## src/timer_pkg.sv

```systemverilog
// Summary of operation
// - on-delay: while trigger is high, elapsed time advances from zero each tick
// - on-delay: output asserts when elapsed equals preset; elapsed then holds at preset
// - on-delay: trigger falling after preset reached clears elapsed and output
// - on-delay: trigger falling before preset clears elapsed; output stays low
// - off-delay: output is high for as long as trigger is high
// - off-delay: falling trigger starts counting; output stays high below preset
// - off-delay: elapsed equal to preset drops output and stops counting
// - off-delay: elapsed holds at preset; rising trigger resets it to zero
// - off-delay: rising trigger clears elapsed and raises output again
// - off-delay: trigger rising before preset clears elapsed; output stays high
// - pulse: rising trigger raises output and starts elapsed time advancing
// - pulse: elapsed equal to preset drops output and stops advancing
// - pulse: trigger low with no pulse running clears elapsed time to zero
package timer_pkg;

   // time values
   localparam int TIME_W        = 64;
   localparam int CLK_PERIOD_NS = 10;
   localparam int TIME_BASE_NS  = 1000;
   localparam int TICK_CYCLES   = (TIME_BASE_NS + CLK_PERIOD_NS - 1) / CLK_PERIOD_NS;
   localparam int TICK_CNT_W    = $clog2(TICK_CYCLES);
   localparam logic [TICK_CNT_W-1:0] TICK_LAST = TICK_CNT_W'(TICK_CYCLES - 1);
   localparam logic [TICK_CNT_W-1:0] TICK_ZERO = '0;

   // register byte offsets
   localparam logic [7:0] CTRL_OFF       = 8'h00;
   localparam logic [7:0] PRESET_LO_OFF  = 8'h04;
   localparam logic [7:0] PRESET_HI_OFF  = 8'h08;
   localparam logic [7:0] ELAPSED_LO_OFF = 8'h0C;
   localparam logic [7:0] ELAPSED_HI_OFF = 8'h10;
   localparam logic [7:0] STATUS_OFF     = 8'h14;
   localparam int         ADDR_W         = 8;

   // control fields
   localparam int         CTRL_TRIG_BIT = 0;
   localparam int         CTRL_MODE_LSB = 1;
   localparam int         CTRL_MODE_W   = 2;
   localparam logic [1:0] CTRL_MODE_RST = 2'h0;

   // status fields
   localparam int STAT_Q_BIT   = 0;
   localparam int STAT_RUN_BIT = 1;

   // timer behaviours, encoded in the control mode field
   typedef enum logic [CTRL_MODE_W-1:0] {
      on_delay_mode,
      off_delay_mode,
      pulse_mode
   } mode_e;

   typedef logic [TIME_W-1:0] time_t;
   localparam time_t TIME_ZERO = '0;
   localparam time_t TIME_ONE  = time_t'(1);

   // advance toward the preset, never past it and never wrapping
   function automatic time_t sat_inc(input time_t et, input time_t pt, input logic tick);
      sat_inc = (tick && et < pt) ? et + TIME_ONE : et;
   endfunction

endpackage

```

## src/timer_if.sv

```systemverilog
`timescale 1ns/1ps
// time-base tick and trigger edges shared between core and helpers
interface timer_if;
   logic tick;
   logic trig_level;
   logic rise;
   logic fall;

   modport tick_src (output tick);
   modport edge_src (input trig_level, output rise, output fall);
   modport core     (input tick, input rise, input fall, output trig_level);
endinterface

```

## src/iec_style_delay_timers.sv

```systemverilog
// The APB slave port and the placing of the registers were decided locally.
`timescale 1ns/1ps
module iec_style_delay_timers (
   // clock, reset, enable
   input  wire logic                          pclk,
   input  wire logic                          presetn,
   input  wire logic                          ce,
   // apb slave
   input  wire logic                          psel,
   input  wire logic                          penable,
   input  wire logic                          pwrite,
   input  wire logic [timer_pkg::ADDR_W-1:0]  paddr,
   input  wire logic [31:0]                   pwdata,
   output logic      [31:0]                   prdata,
   output logic                               pready,
   output logic                               pslverr,
   // timer results
   output logic                               timer_out,
   output logic      [timer_pkg::TIME_W-1:0]  elapsed_out
);

   timer_if tif ();

   logic                               trig;
   logic [timer_pkg::CTRL_MODE_W-1:0]  mode_field;
   timer_pkg::time_t                   preset_time;
   timer_pkg::time_t                   elapsed_time;
   logic [31:0]                        elapsed_hi_snap;
   logic                               q;
   logic                               timing;
   logic                               ack;
   logic                               access;
   logic                               first_acc;
   logic                               wr_en;
   logic                               mapped;
   logic                               mode_wr;
   logic [31:0]                        rd_mux;
   timer_pkg::time_t                   next_et;
   logic                               next_q;
   logic                               next_timing;

   // helpers
   us_tick_gen u_tick (
      .pclk    (pclk),
      .presetn (presetn),
      .ce      (ce),
      .tb      (tif.tick_src)
   );

   trig_edge_det u_edge (
      .pclk    (pclk),
      .presetn (presetn),
      .ce      (ce),
      .ed      (tif.edge_src)
   );

   assign tif.trig_level = trig;

   // apb access phase, one wait state
   assign access = psel && penable;
   assign pready = ack;
   assign wr_en  = access && ack && pwrite && ce;
   assign first_acc = access && !ack; // first access cycle samples read data

   // address decode
   always_comb begin
      mapped = 1'b1;
      rd_mux = 32'h0000_0000;
      unique case (paddr)
         timer_pkg::CTRL_OFF: begin
            rd_mux[timer_pkg::CTRL_TRIG_BIT] = trig;
            rd_mux[timer_pkg::CTRL_MODE_LSB +: timer_pkg::CTRL_MODE_W] = mode_field;
         end
         timer_pkg::PRESET_LO_OFF:  rd_mux = preset_time[31:0];
         timer_pkg::PRESET_HI_OFF:  rd_mux = preset_time[63:32];
         timer_pkg::ELAPSED_LO_OFF: rd_mux = elapsed_time[31:0];
         timer_pkg::ELAPSED_HI_OFF: rd_mux = elapsed_hi_snap;
         timer_pkg::STATUS_OFF: begin
            rd_mux[timer_pkg::STAT_Q_BIT]   = q;
            rd_mux[timer_pkg::STAT_RUN_BIT] = timing;
         end
         default: mapped = 1'b0;
      endcase
   end

   // wait-state flag and read data
   always_ff @(posedge pclk or negedge presetn) begin
      if (!presetn) begin
         ack     <= 1'b0;
         prdata  <= 32'h0000_0000;
         pslverr <= 1'b0;
      end else if (ce) begin
         ack <= first_acc;
         if (first_acc) begin
            prdata  <= pwrite ? 32'h0000_0000 : rd_mux;
            pslverr <= !mapped;
         end
      end
   end

   // high half of elapsed frozen when the low half is read
   always_ff @(posedge pclk or negedge presetn) begin
      if (!presetn) begin
         elapsed_hi_snap <= 32'h0000_0000;
      end else if (ce && first_acc && !pwrite && paddr == timer_pkg::ELAPSED_LO_OFF) begin
         elapsed_hi_snap <= elapsed_time[63:32];
      end
   end

   // control and preset registers
   always_ff @(posedge pclk or negedge presetn) begin
      if (!presetn) begin
         trig        <= 1'b0;
         mode_field  <= timer_pkg::CTRL_MODE_RST;
         preset_time <= timer_pkg::TIME_ZERO;
      end else if (wr_en) begin
         unique case (paddr)
            timer_pkg::CTRL_OFF: begin
               trig       <= pwdata[timer_pkg::CTRL_TRIG_BIT];
               mode_field <= pwdata[timer_pkg::CTRL_MODE_LSB +: timer_pkg::CTRL_MODE_W];
            end
            timer_pkg::PRESET_LO_OFF: preset_time[31:0]  <= pwdata;
            timer_pkg::PRESET_HI_OFF: preset_time[63:32] <= pwdata;
            default: ;
         endcase
      end
   end

   // a change of behaviour restarts the timer from idle
   assign mode_wr = wr_en && paddr == timer_pkg::CTRL_OFF
                    && pwdata[timer_pkg::CTRL_MODE_LSB +: timer_pkg::CTRL_MODE_W] != mode_field;

   // per-behaviour next state
   always_comb begin
      next_et     = elapsed_time;
      next_q      = 1'b0;
      next_timing = 1'b0;
      unique case (timer_pkg::mode_e'(mode_field))
         timer_pkg::on_delay_mode: begin
            if (!trig) begin
               next_et = timer_pkg::TIME_ZERO;
            end else begin
               next_et = timer_pkg::sat_inc(elapsed_time, preset_time, tif.tick);
            end
            next_q      = trig && next_et >= preset_time;
            next_timing = trig && next_et < preset_time;
         end
         timer_pkg::off_delay_mode: begin
            if (trig) begin
               next_et = timer_pkg::TIME_ZERO;
            end else if (timing || tif.fall) begin
               next_et = timer_pkg::sat_inc(elapsed_time, preset_time, tif.tick && timing);
            end
            next_timing = !trig && (timing || tif.fall) && next_et < preset_time;
            next_q      = trig || next_timing;
         end
         timer_pkg::pulse_mode: begin
            if (timing) begin
               next_et = timer_pkg::sat_inc(elapsed_time, preset_time, tif.tick);
            end else if (!trig) begin
               next_et = timer_pkg::TIME_ZERO;
            end
            next_timing = (timing || tif.rise) && next_et < preset_time;
            next_q      = next_timing;
         end
         default: begin
            next_et = timer_pkg::TIME_ZERO;
         end
      endcase
   end

   // timer state
   always_ff @(posedge pclk or negedge presetn) begin
      if (!presetn) begin
         elapsed_time <= timer_pkg::TIME_ZERO;
         q            <= 1'b0;
         timing       <= 1'b0;
      end else if (ce) begin
         if (mode_wr) begin
            elapsed_time <= timer_pkg::TIME_ZERO;
            q            <= 1'b0;
            timing       <= 1'b0;
         end else begin
            elapsed_time <= next_et;
            q            <= next_q;
            timing       <= next_timing;
         end
      end
   end

   assign timer_out   = q;
   assign elapsed_out = elapsed_time;
endmodule

```

## src/us_tick_gen.sv

```systemverilog
`timescale 1ns/1ps
module us_tick_gen (
   // clock, reset, enable
   input  wire logic pclk,
   input  wire logic presetn,
   input  wire logic ce,
   // tick out
   timer_if.tick_src tb
);

   logic [timer_pkg::TICK_CNT_W-1:0] div_cnt;

   // one tick per microsecond
   always_ff @(posedge pclk or negedge presetn) begin
      if (!presetn) begin
         div_cnt <= timer_pkg::TICK_ZERO;
      end else if (ce) begin
         div_cnt <= (div_cnt == timer_pkg::TICK_LAST) ? timer_pkg::TICK_ZERO
                                                      : div_cnt + 1'b1;
      end
   end

   assign tb.tick = ce && (div_cnt == timer_pkg::TICK_LAST);

endmodule

```

## src/trig_edge_det.sv

```systemverilog
`timescale 1ns/1ps
module trig_edge_det (
   // clock, reset, enable
   input  wire logic pclk,
   input  wire logic presetn,
   input  wire logic ce,
   // trigger in, edges out
   timer_if.edge_src ed
);

   logic trig_prev;

   // previous-cycle copy of the trigger level
   always_ff @(posedge pclk or negedge presetn) begin
      if (!presetn) begin
         trig_prev <= 1'b0;
      end else if (ce) begin
         trig_prev <= ed.trig_level;
      end
   end

   // edges against the previous level
   assign ed.rise = ed.trig_level && !trig_prev;
   assign ed.fall = !ed.trig_level && trig_prev;

endmodule

```

## config.mk

```make
export PLATFORM = sky130hd
export DESIGN_NAME = iec_style_delay_timers
export DESIGN_NICKNAME = d
export VERILOG_FILES = /design/src/timer_pkg.sv /design/src/timer_if.sv /design/src/iec_style_delay_timers.sv /design/src/us_tick_gen.sv /design/src/trig_edge_det.sv
export SDC_FILE = /design/constraint.sdc
export NUM_CORES = 1
export LEC_CHECK = 0
export BUFFER_PORTS_ARGS = -buffer_cell sky130_fd_sc_hd__buf_2
export CAP_MARGIN = 20
export CORE_MARGIN = 1
export CORE_UTILIZATION = 55
export DETAILED_ROUTE_END_ITERATION = 8
export HOLD_SLACK_MARGIN = 0.08
export PLACE_DENSITY = 0.74
export SETUP_SLACK_MARGIN = 0.2
export SLEW_MARGIN = 20
export SYNTH_ARGS = -nofsm -noshare
export SYNTH_HDL_FRONTEND = slang
export SYNTH_SLANG_ARGS = --single-unit
```

## constraint.sdc

```tcl
create_clock -name pclk -period 10.2 [get_ports pclk]
set_input_delay 1.53 -clock pclk [delete_from_list [all_inputs] [get_ports pclk]]
set_output_delay 1.53 -clock pclk [all_outputs]
set_load 0.02 [all_outputs]
```

==> results.md, run 1 <==
* Cells after synthesis at 2521
* Layout cell share with drive strength beyond 1 at 15.2%
* CP Class: flop to flop
* Initial Utilization at 55.7%
* Critical Path AT at 8.02 ns
* Slew Limit Fails at 0
* R2R depth at 23
* Sequential area share after synthesis at 24.8%
* Setup TNS at 0 ns
* Final wirelength at 91000 um
* DP Wirelength at 66500 um
* WHS Path Cells at 2
* DP Area at 0.0220 mm^2
* Overall die height at 197 um
* Final Hold Vio Count at 0
* Max capacitance violation total at 0
* Wire length per cell at 29.4 um
* FF+latch count, synth at 207
* CTS HTree Levels at 1
* Finished Core Util at 61.1%
* Clock sinks at 207
* Largest net degree at the start of global routing at 96
* Leak at 0.0107 uW
* Avg Cell Area, Syn at 8.29 um^2
* Most common flop cell mapped by yosys: dfrtp_1
* Placed insts at 3044
* Die area at 0.0388 mm^2
* Die Width at 197 um
* Finished Cell Area at 0.0229 mm^2
* Total power per unit cell area at 88.9 mW/mm^2
* All-Layer GR Usage at 46.3%
* Clk buf depth at 3
* RSZ-0062 raised after global routing: no
* Cts bufs inserted at 27
* Crit path required time at 10.71 ns
* Initial drt markers at 3028
* CTS Root Cell: clkbuf_16
* Synth Cell Area at 0.0209 mm^2
* Routability cong. at 1.08
* Hold WC Path Type: flop to flop
* Post-Layout Cell Count at 3094
* Clock slew at reported path FFs at 0.07 ns
* Post-synth cell types at 85
* Share of flip-flops with an asynchronous set or reset at 100%
* First-pass GRT wire length at 133000 um
* Hold_buf cts at 0
* Measured slew at the worst slew-check pin at 1.26 ns
* Number of synthesized flops with an enable pin at 0
* Final antenna-violating net count at 0
* Max-Slew Margin vs Limit at 15.3%
* Final Critical Period at 7.51 ns
* Area growth syn-to-layout at 9.59%
* CTS tree: done
* Peak VDD IR at 0.000118 V
* Setup-failing EPs final at 0
* Worst skew pair latency at 0.57 ns
* Final Skew at 0.0157 ns
* DR vias at 21.9k
* Antenna violations before repair at 2
* Worst setup SP type: flop
* Crit end category: flop
* I/O Pins at 145
* Period utilization at 73.7%
* F_max at 133 MHz
* Pre-antenna DRT Iters at 6
* Core area at 0.0375 mm^2
* Crit path max fanout at 23
* YS warnings at 0
* Nets at 2863
* Post-synthesis net count at 2822
* Vias per cell at 7.07
* DRC Markers at 0
* Row cnt at 71
* Design Power at 2040 uW
* Status: finished clean
* Post-CTS resize count at 0
* Buffers on Ports at 144
* # Post-CTS Setup Buffers at 0
* Vias in the first global route at 20.7k
* GRT overflow at 0
report_power, final:
group	leakage [uW]	switching (uW)	internal (uW)	total, uW
combinational	0.00737	124	50.7	175
clock	0.000441	422	577	999
sequential	0.00287	25.0	837	862
total	0.0107	571	1460	2040
metal layers:
| metal | GRT usage [%] | share of wire [%] | vias up |
|---|---|---|---|
| met1 | 57.8 | 38 | 10499 |
| met3 | 12.6 | 12 | 409 |
| met4 | 34.8 | 9.0 | 0 |
| met5 | 0 | 0 | - |
| met2 | 68.0 | 41 | 1510 |
| li1 | - | - | 9455 |
layout make-up:
class	instances	area (um^2)
tap	511	639
sequential	207	5190
clock buffer	36	759
fill	3422	14600
timing repair buffer	200	1150
inverter	96	360
multi-input combinational	2030	14700
clock inverter	12	139
antenna	2	5.00
cells by family after synthesis:
family	Yosys count	share of synthesized area, %
AOI/OAI and AO/OA	670	21.8
xor gates and xnor gates	126	5.28
adders and majority gates	255	15.3
buffers and inverters	284	5.43
DFF	207	24.8
muxes	112	6.07
and+or+nand+nor	867	21.4
synthesized netlist by cell type (9+ instances only):
library cell,count,area [um^2]
o2111ai_1,9,78.8
a211o_1,10,87.6
o211ai_1,24,180
and4_1,14,123
o21ai_0,174,871
nand2_1,237,890
nor3_1,43,215
buf_1,9,33.8
a22o_1,77,674
ha_1,255,3190
a22oi_1,43,323
nand2b_1,9,56.3
or3_1,21,131
xor2_1,51,447
xnor2_1,75,657
nand3_1,84,420
o221ai_1,17,149
o31ai_1,13,97.6
a211oi_1,16,120
a21oi_1,118,591
inv_1,93,349
o21a_1,14,105
a221o_1,10,100
mux2i_1,13,130
buf_2,30,150
clkbuf_1,142,533
mux2_2,97,1090
a31oi_1,27,169
nor4_1,28,175
nor2_1,179,672
nand4_1,87,544
o22ai_1,9,56.3
dfrtp_1,207,5180
a21o_1,34,255
and3_1,32,200
nor2b_1,11,68.8
and2_1,78,488
sequential cells by signal, summed over array words and instances, names as in the netlist:
register          count
tif.trig_level        1
elapsed_out          64
timing                1
timer_out             1
elapsed_hi_snap      32
u_edge.trig_prev      1
pslverr               1
u_tick.div_cnt        7
mode_field            2
prdata               32
pready                1
preset_time          64
per-stage QoR:
| stage | setup WS (ns) | hold WS [ns] |
|---|---|---|
| 2_1_floorplan | 4.56 | 0.445 |
| 3_3_place_gp | 2.90 | 0.459 |
| 3_5_place_dp | 2.80 | 0.466 |
| 4_1_cts | 2.95 | 0.479 |
| 5_1_grt | 2.36 | 0.500 |
| 6_report | 2.69 | 0.474 |
cell usage in the layout, fill, tap and decap left out, drive strengths merged, types with 14 or more instances in the layout:
cell and instances:
and3 32, a31oi 27, nor2 179, and2 78, nand3 87, dfrtp 207
a22o 77, a21o 34, clkbuf 36, nor4 36, buf 200, a21oi 118
inv 99, a211oi 18, o211ai 24, ha 255, a22oi 43, or3 21
xnor2 75, nand4 90, o221ai 17, mux2 97, and4 16, xor2 51
nand2 237, o21a 14, o21ai 176, nor3 49
final timing paths:
| check | slack (ns) | endpoint | startpoint |
|---|---|---|---|
| max | 2.69 | timer_out | preset_time[11] |
| min | 0.47 | prdata[17] | prdata[17] |
| max reg2reg | 2.69 | timer_out | preset_time[11] |
| min reg2reg | 0.47 | prdata[17] | prdata[17] |
| max in group asynchronous | 7.76 | timing | presetn |
| min in group asynchronous | 0.98 | preset_time[47] | presetn |
worst max-delay path, cell delays in order (launching register included):
cell and delay, ns:
dfrtp_1 0.58, inv_1 0.20, ha_1 0.35, a21oi_1 0.14
o21ai_0 0.23, a221oi_1 0.82, a21boi_0 0.36, o21a_1 0.54
buf_4 0.35, nor2_2 0.55, buf_4 0.48, nand3_1 0.16
xnor2_1 0.30, nor2_1 0.08, ha_1 0.32, nand2_1 0.07
nor3_1 0.32, and4_1 0.46, o21ai_0 0.14, a21oi_1 0.30
o31ai_1 0.13, a2111oi_0 0.40, a21oi_1 0.07, nand3_1 0.10
No activity file was read; power rests on OpenSTA's default activity.
==> run 2, diff against run 1 <==
==> constraint.sdc (replaced) <==
create_clock -name pclk -period 7.9 [get_ports pclk]
set_input_delay 1.185 -clock pclk [delete_from_list [all_inputs] [get_ports pclk]]
set_output_delay 1.185 -clock pclk [all_outputs]
set_load 0.02 [all_outputs]
==> run 2 against run 1 <==
  * Final cell count increased by 0.55%
  * Clock-buffer cell count decreased by 4
  * Combinational power increased by 31%
  * Flip-flop and latch count unchanged
  * Non-clock buffer count increased by 15
  * Setup slack got worse by 2.5 ns
  * Sequential share of layout area decreased by 0.14 points
  * Critical path depth decreased by 4
  * First-iteration DRC count decreased by 4.8%
  * Via count increased by 0.45%
  * Register-to-register slack got worse by 2.5 ns
  * Maximum frequency decreased by 2.1%
  * Critical endpoint is now timing
  * Largest cell class unchanged
==> results.md, run 2 (synthesis gave the netlist of run 1 again) <==
* Finished Core Util at 61.5%
* First-pass GRT wire length at 137000 um
* Clock slew at reported path FFs at 0.07 ns
* Seq pwr share at 41.3%
* Final Hold Vio Count at 0
* Crit path required time at 8.31 ns
* Wire length per cell at 30.4 um
* Combinational Power Share at 8.5%
* Final Skew at 0.0314 ns
* I/O Pins at 145
* Final antenna-violating net count at 0
* Nets at 2877
* Routability cong. at 1.06
* All-Layer GR Usage at 48.1%
* Setup TNS at 0 ns
* Worst Hold Launch: prdata[19]
* Setup-failing EPs final at 0
* Psw at 752 uW
* Buffers on Ports at 144
* Commonest non-fill, non-tap cell in the layout: ha_1
* P_int at 1940 uW
* Status: finished clean
* Clock sinks at 207
* Initial Utilization at 55.7%
* # Post-CTS Setup Buffers at 0
* Hold_buf cts at 0
* Vias in the first global route at 20.7k
* Layout cell share with drive strength beyond 1 at 15.7%
* Measured slew at the worst slew-check pin at 1.24 ns
* R2R Path Start: elapsed_out[55]
* Pre-antenna DRT Iters at 8
* Crit path max fanout at 11
* Clock power frac at 50.2%
* Clk buf depth at 3
* Core area at 0.0375 mm^2
* F_max at 130 MHz
* Metal3 WL at 12100 um
* Crit end category: flop
* RSZ-0062 raised after global routing: no
* Initial drt markers at 2884
* Sw frac at 27.9%
* Peak VDD IR at 0.000166 V
* Routed wl met2 at 38700 um
* Commonest non-fill, non-tap cells in the layout: ha_1, nand2_1, dfrtp_1
* Final wirelength at 94700 um
* Finished Cell Area at 0.0230 mm^2
* Max capacitance violation total at 0
* Routed length on met1 at 35600 um
* Critical Path AT at 8.08 ns
* Worst path max stage delay at 0.94 ns
* Max-Slew Margin vs Limit at 17.5%
* Crit-path cells: ha_1, nand4_1, nor4_1, nand3b_1, nor3_1, o21a_1, nor4_4, and3_1, xnor2_1, nor2_1, ha_1, nand4_1, nor4_1, or3_1, o311ai_0, a2111oi_0, nor2_1, o31ai_1, o2111ai_1
* Leak at 0.0108 uW
* Hold WC Path Type: flop to flop
* DP Area at 0.0221 mm^2
* CTS Root Cell: clkbuf_16
* Overall die height at 197 um
* CP Class: flop to flop
* Worst path slowest cell: nor4_1
* Total power per unit cell area at 117 mW/mm^2
* Area growth syn-to-layout at 10.3%
* Row cnt at 71
* Worst setup SP type: flop
* Critical Path Start: elapsed_out[55]
* CTS tree: done
* Worst skew pair latency at 0.59 ns
* Largest net degree at the start of global routing at 99
* DRC Markers at 0
* Die Width at 197 um
* Period utilization at 97.1%
* Cts bufs inserted at 26
* Antenna violations before repair at 13
* Die area at 0.0388 mm^2
* Post-CTS resize count at 0
* GRT overflow at 0
* Max layer used: met5
* Slew Limit Fails at 0
* CTS HTree Levels at 1
* DR vias at 22.0k
* DP Wirelength at 68900 um
* Final Critical Period at 7.67 ns
* Vias per cell at 7.06
## run 2: final cells by class
type	instances	area [um^2]
Antenna cell	5	12.5
Clock buffer	32	734
Clock inverter	15	201
Fill cell	3394	14400
Inverter	96	360
Multi-Input combinational cell	2030	14600
Sequential cell	207	5190
Tap cell	511	639
Timing Repair Buffer	215	1280
## run 2: critical path, delay by kind of cell, from the launching register on
| family | cells | cell delay (ns) |
|---|---|---|
| xor+xnor | 1 | 0.15 |
| flops | 1 | 0.57 |
| compound gates | 5 | 2.10 |
| fa+ha+maj | 2 | 0.76 |
| simple gates | 11 | 3.90 |
## run 2: worst paths after layout
check,to,slack [ns],cells past startpoint
max in group asynchronous,tif.trig_level,5.72,2
setup reg to reg,timing,0.23,19
setup / recovery,timing,0.23,19
min in group asynchronous,preset_time[17],0.59,1
hold reg to reg,prdata[19],0.48,2
hold / removal,prdata[19],0.48,2
## run 2: routing by layer
metal / vias to the layer above / track usage (%)
met3: 442 / 14.0
met5: - / 0
li1: 9465 / -
met1: 10455 / 61.1
met4: 10 / 34.7
met2: 1599 / 69.6
## run 2: power by group through the flow
| stage | Combinational (uW) | Sequential [uW] | Clock, uW |
|---|---|---|---|
| 5_1_grt | 240 | 1110 | 1380 |
| 6_report | 230 | 1110 | 1350 |
| 4_1_cts | 222 | 1110 | 1340 |
| 3_5_place_dp | 221 | 1130 | 0 |
| 3_3_place_gp | 213 | 1130 | 0 |
| 2_1_floorplan | 124 | 1120 | 0 |
## run 2: through the flow
stage	worst slack, ns	cells	total power (uW)	hold WS (ns)
global route	0.327	3108	2740	0.496
floorplan	2.61	2521	1240	0.445
detailed placement	0.713	3059	1350	0.465
finish	0.227	3111	2690	0.476
CTS	0.678	3106	2680	0.479
global placement	0.718	3058	1340	0.462
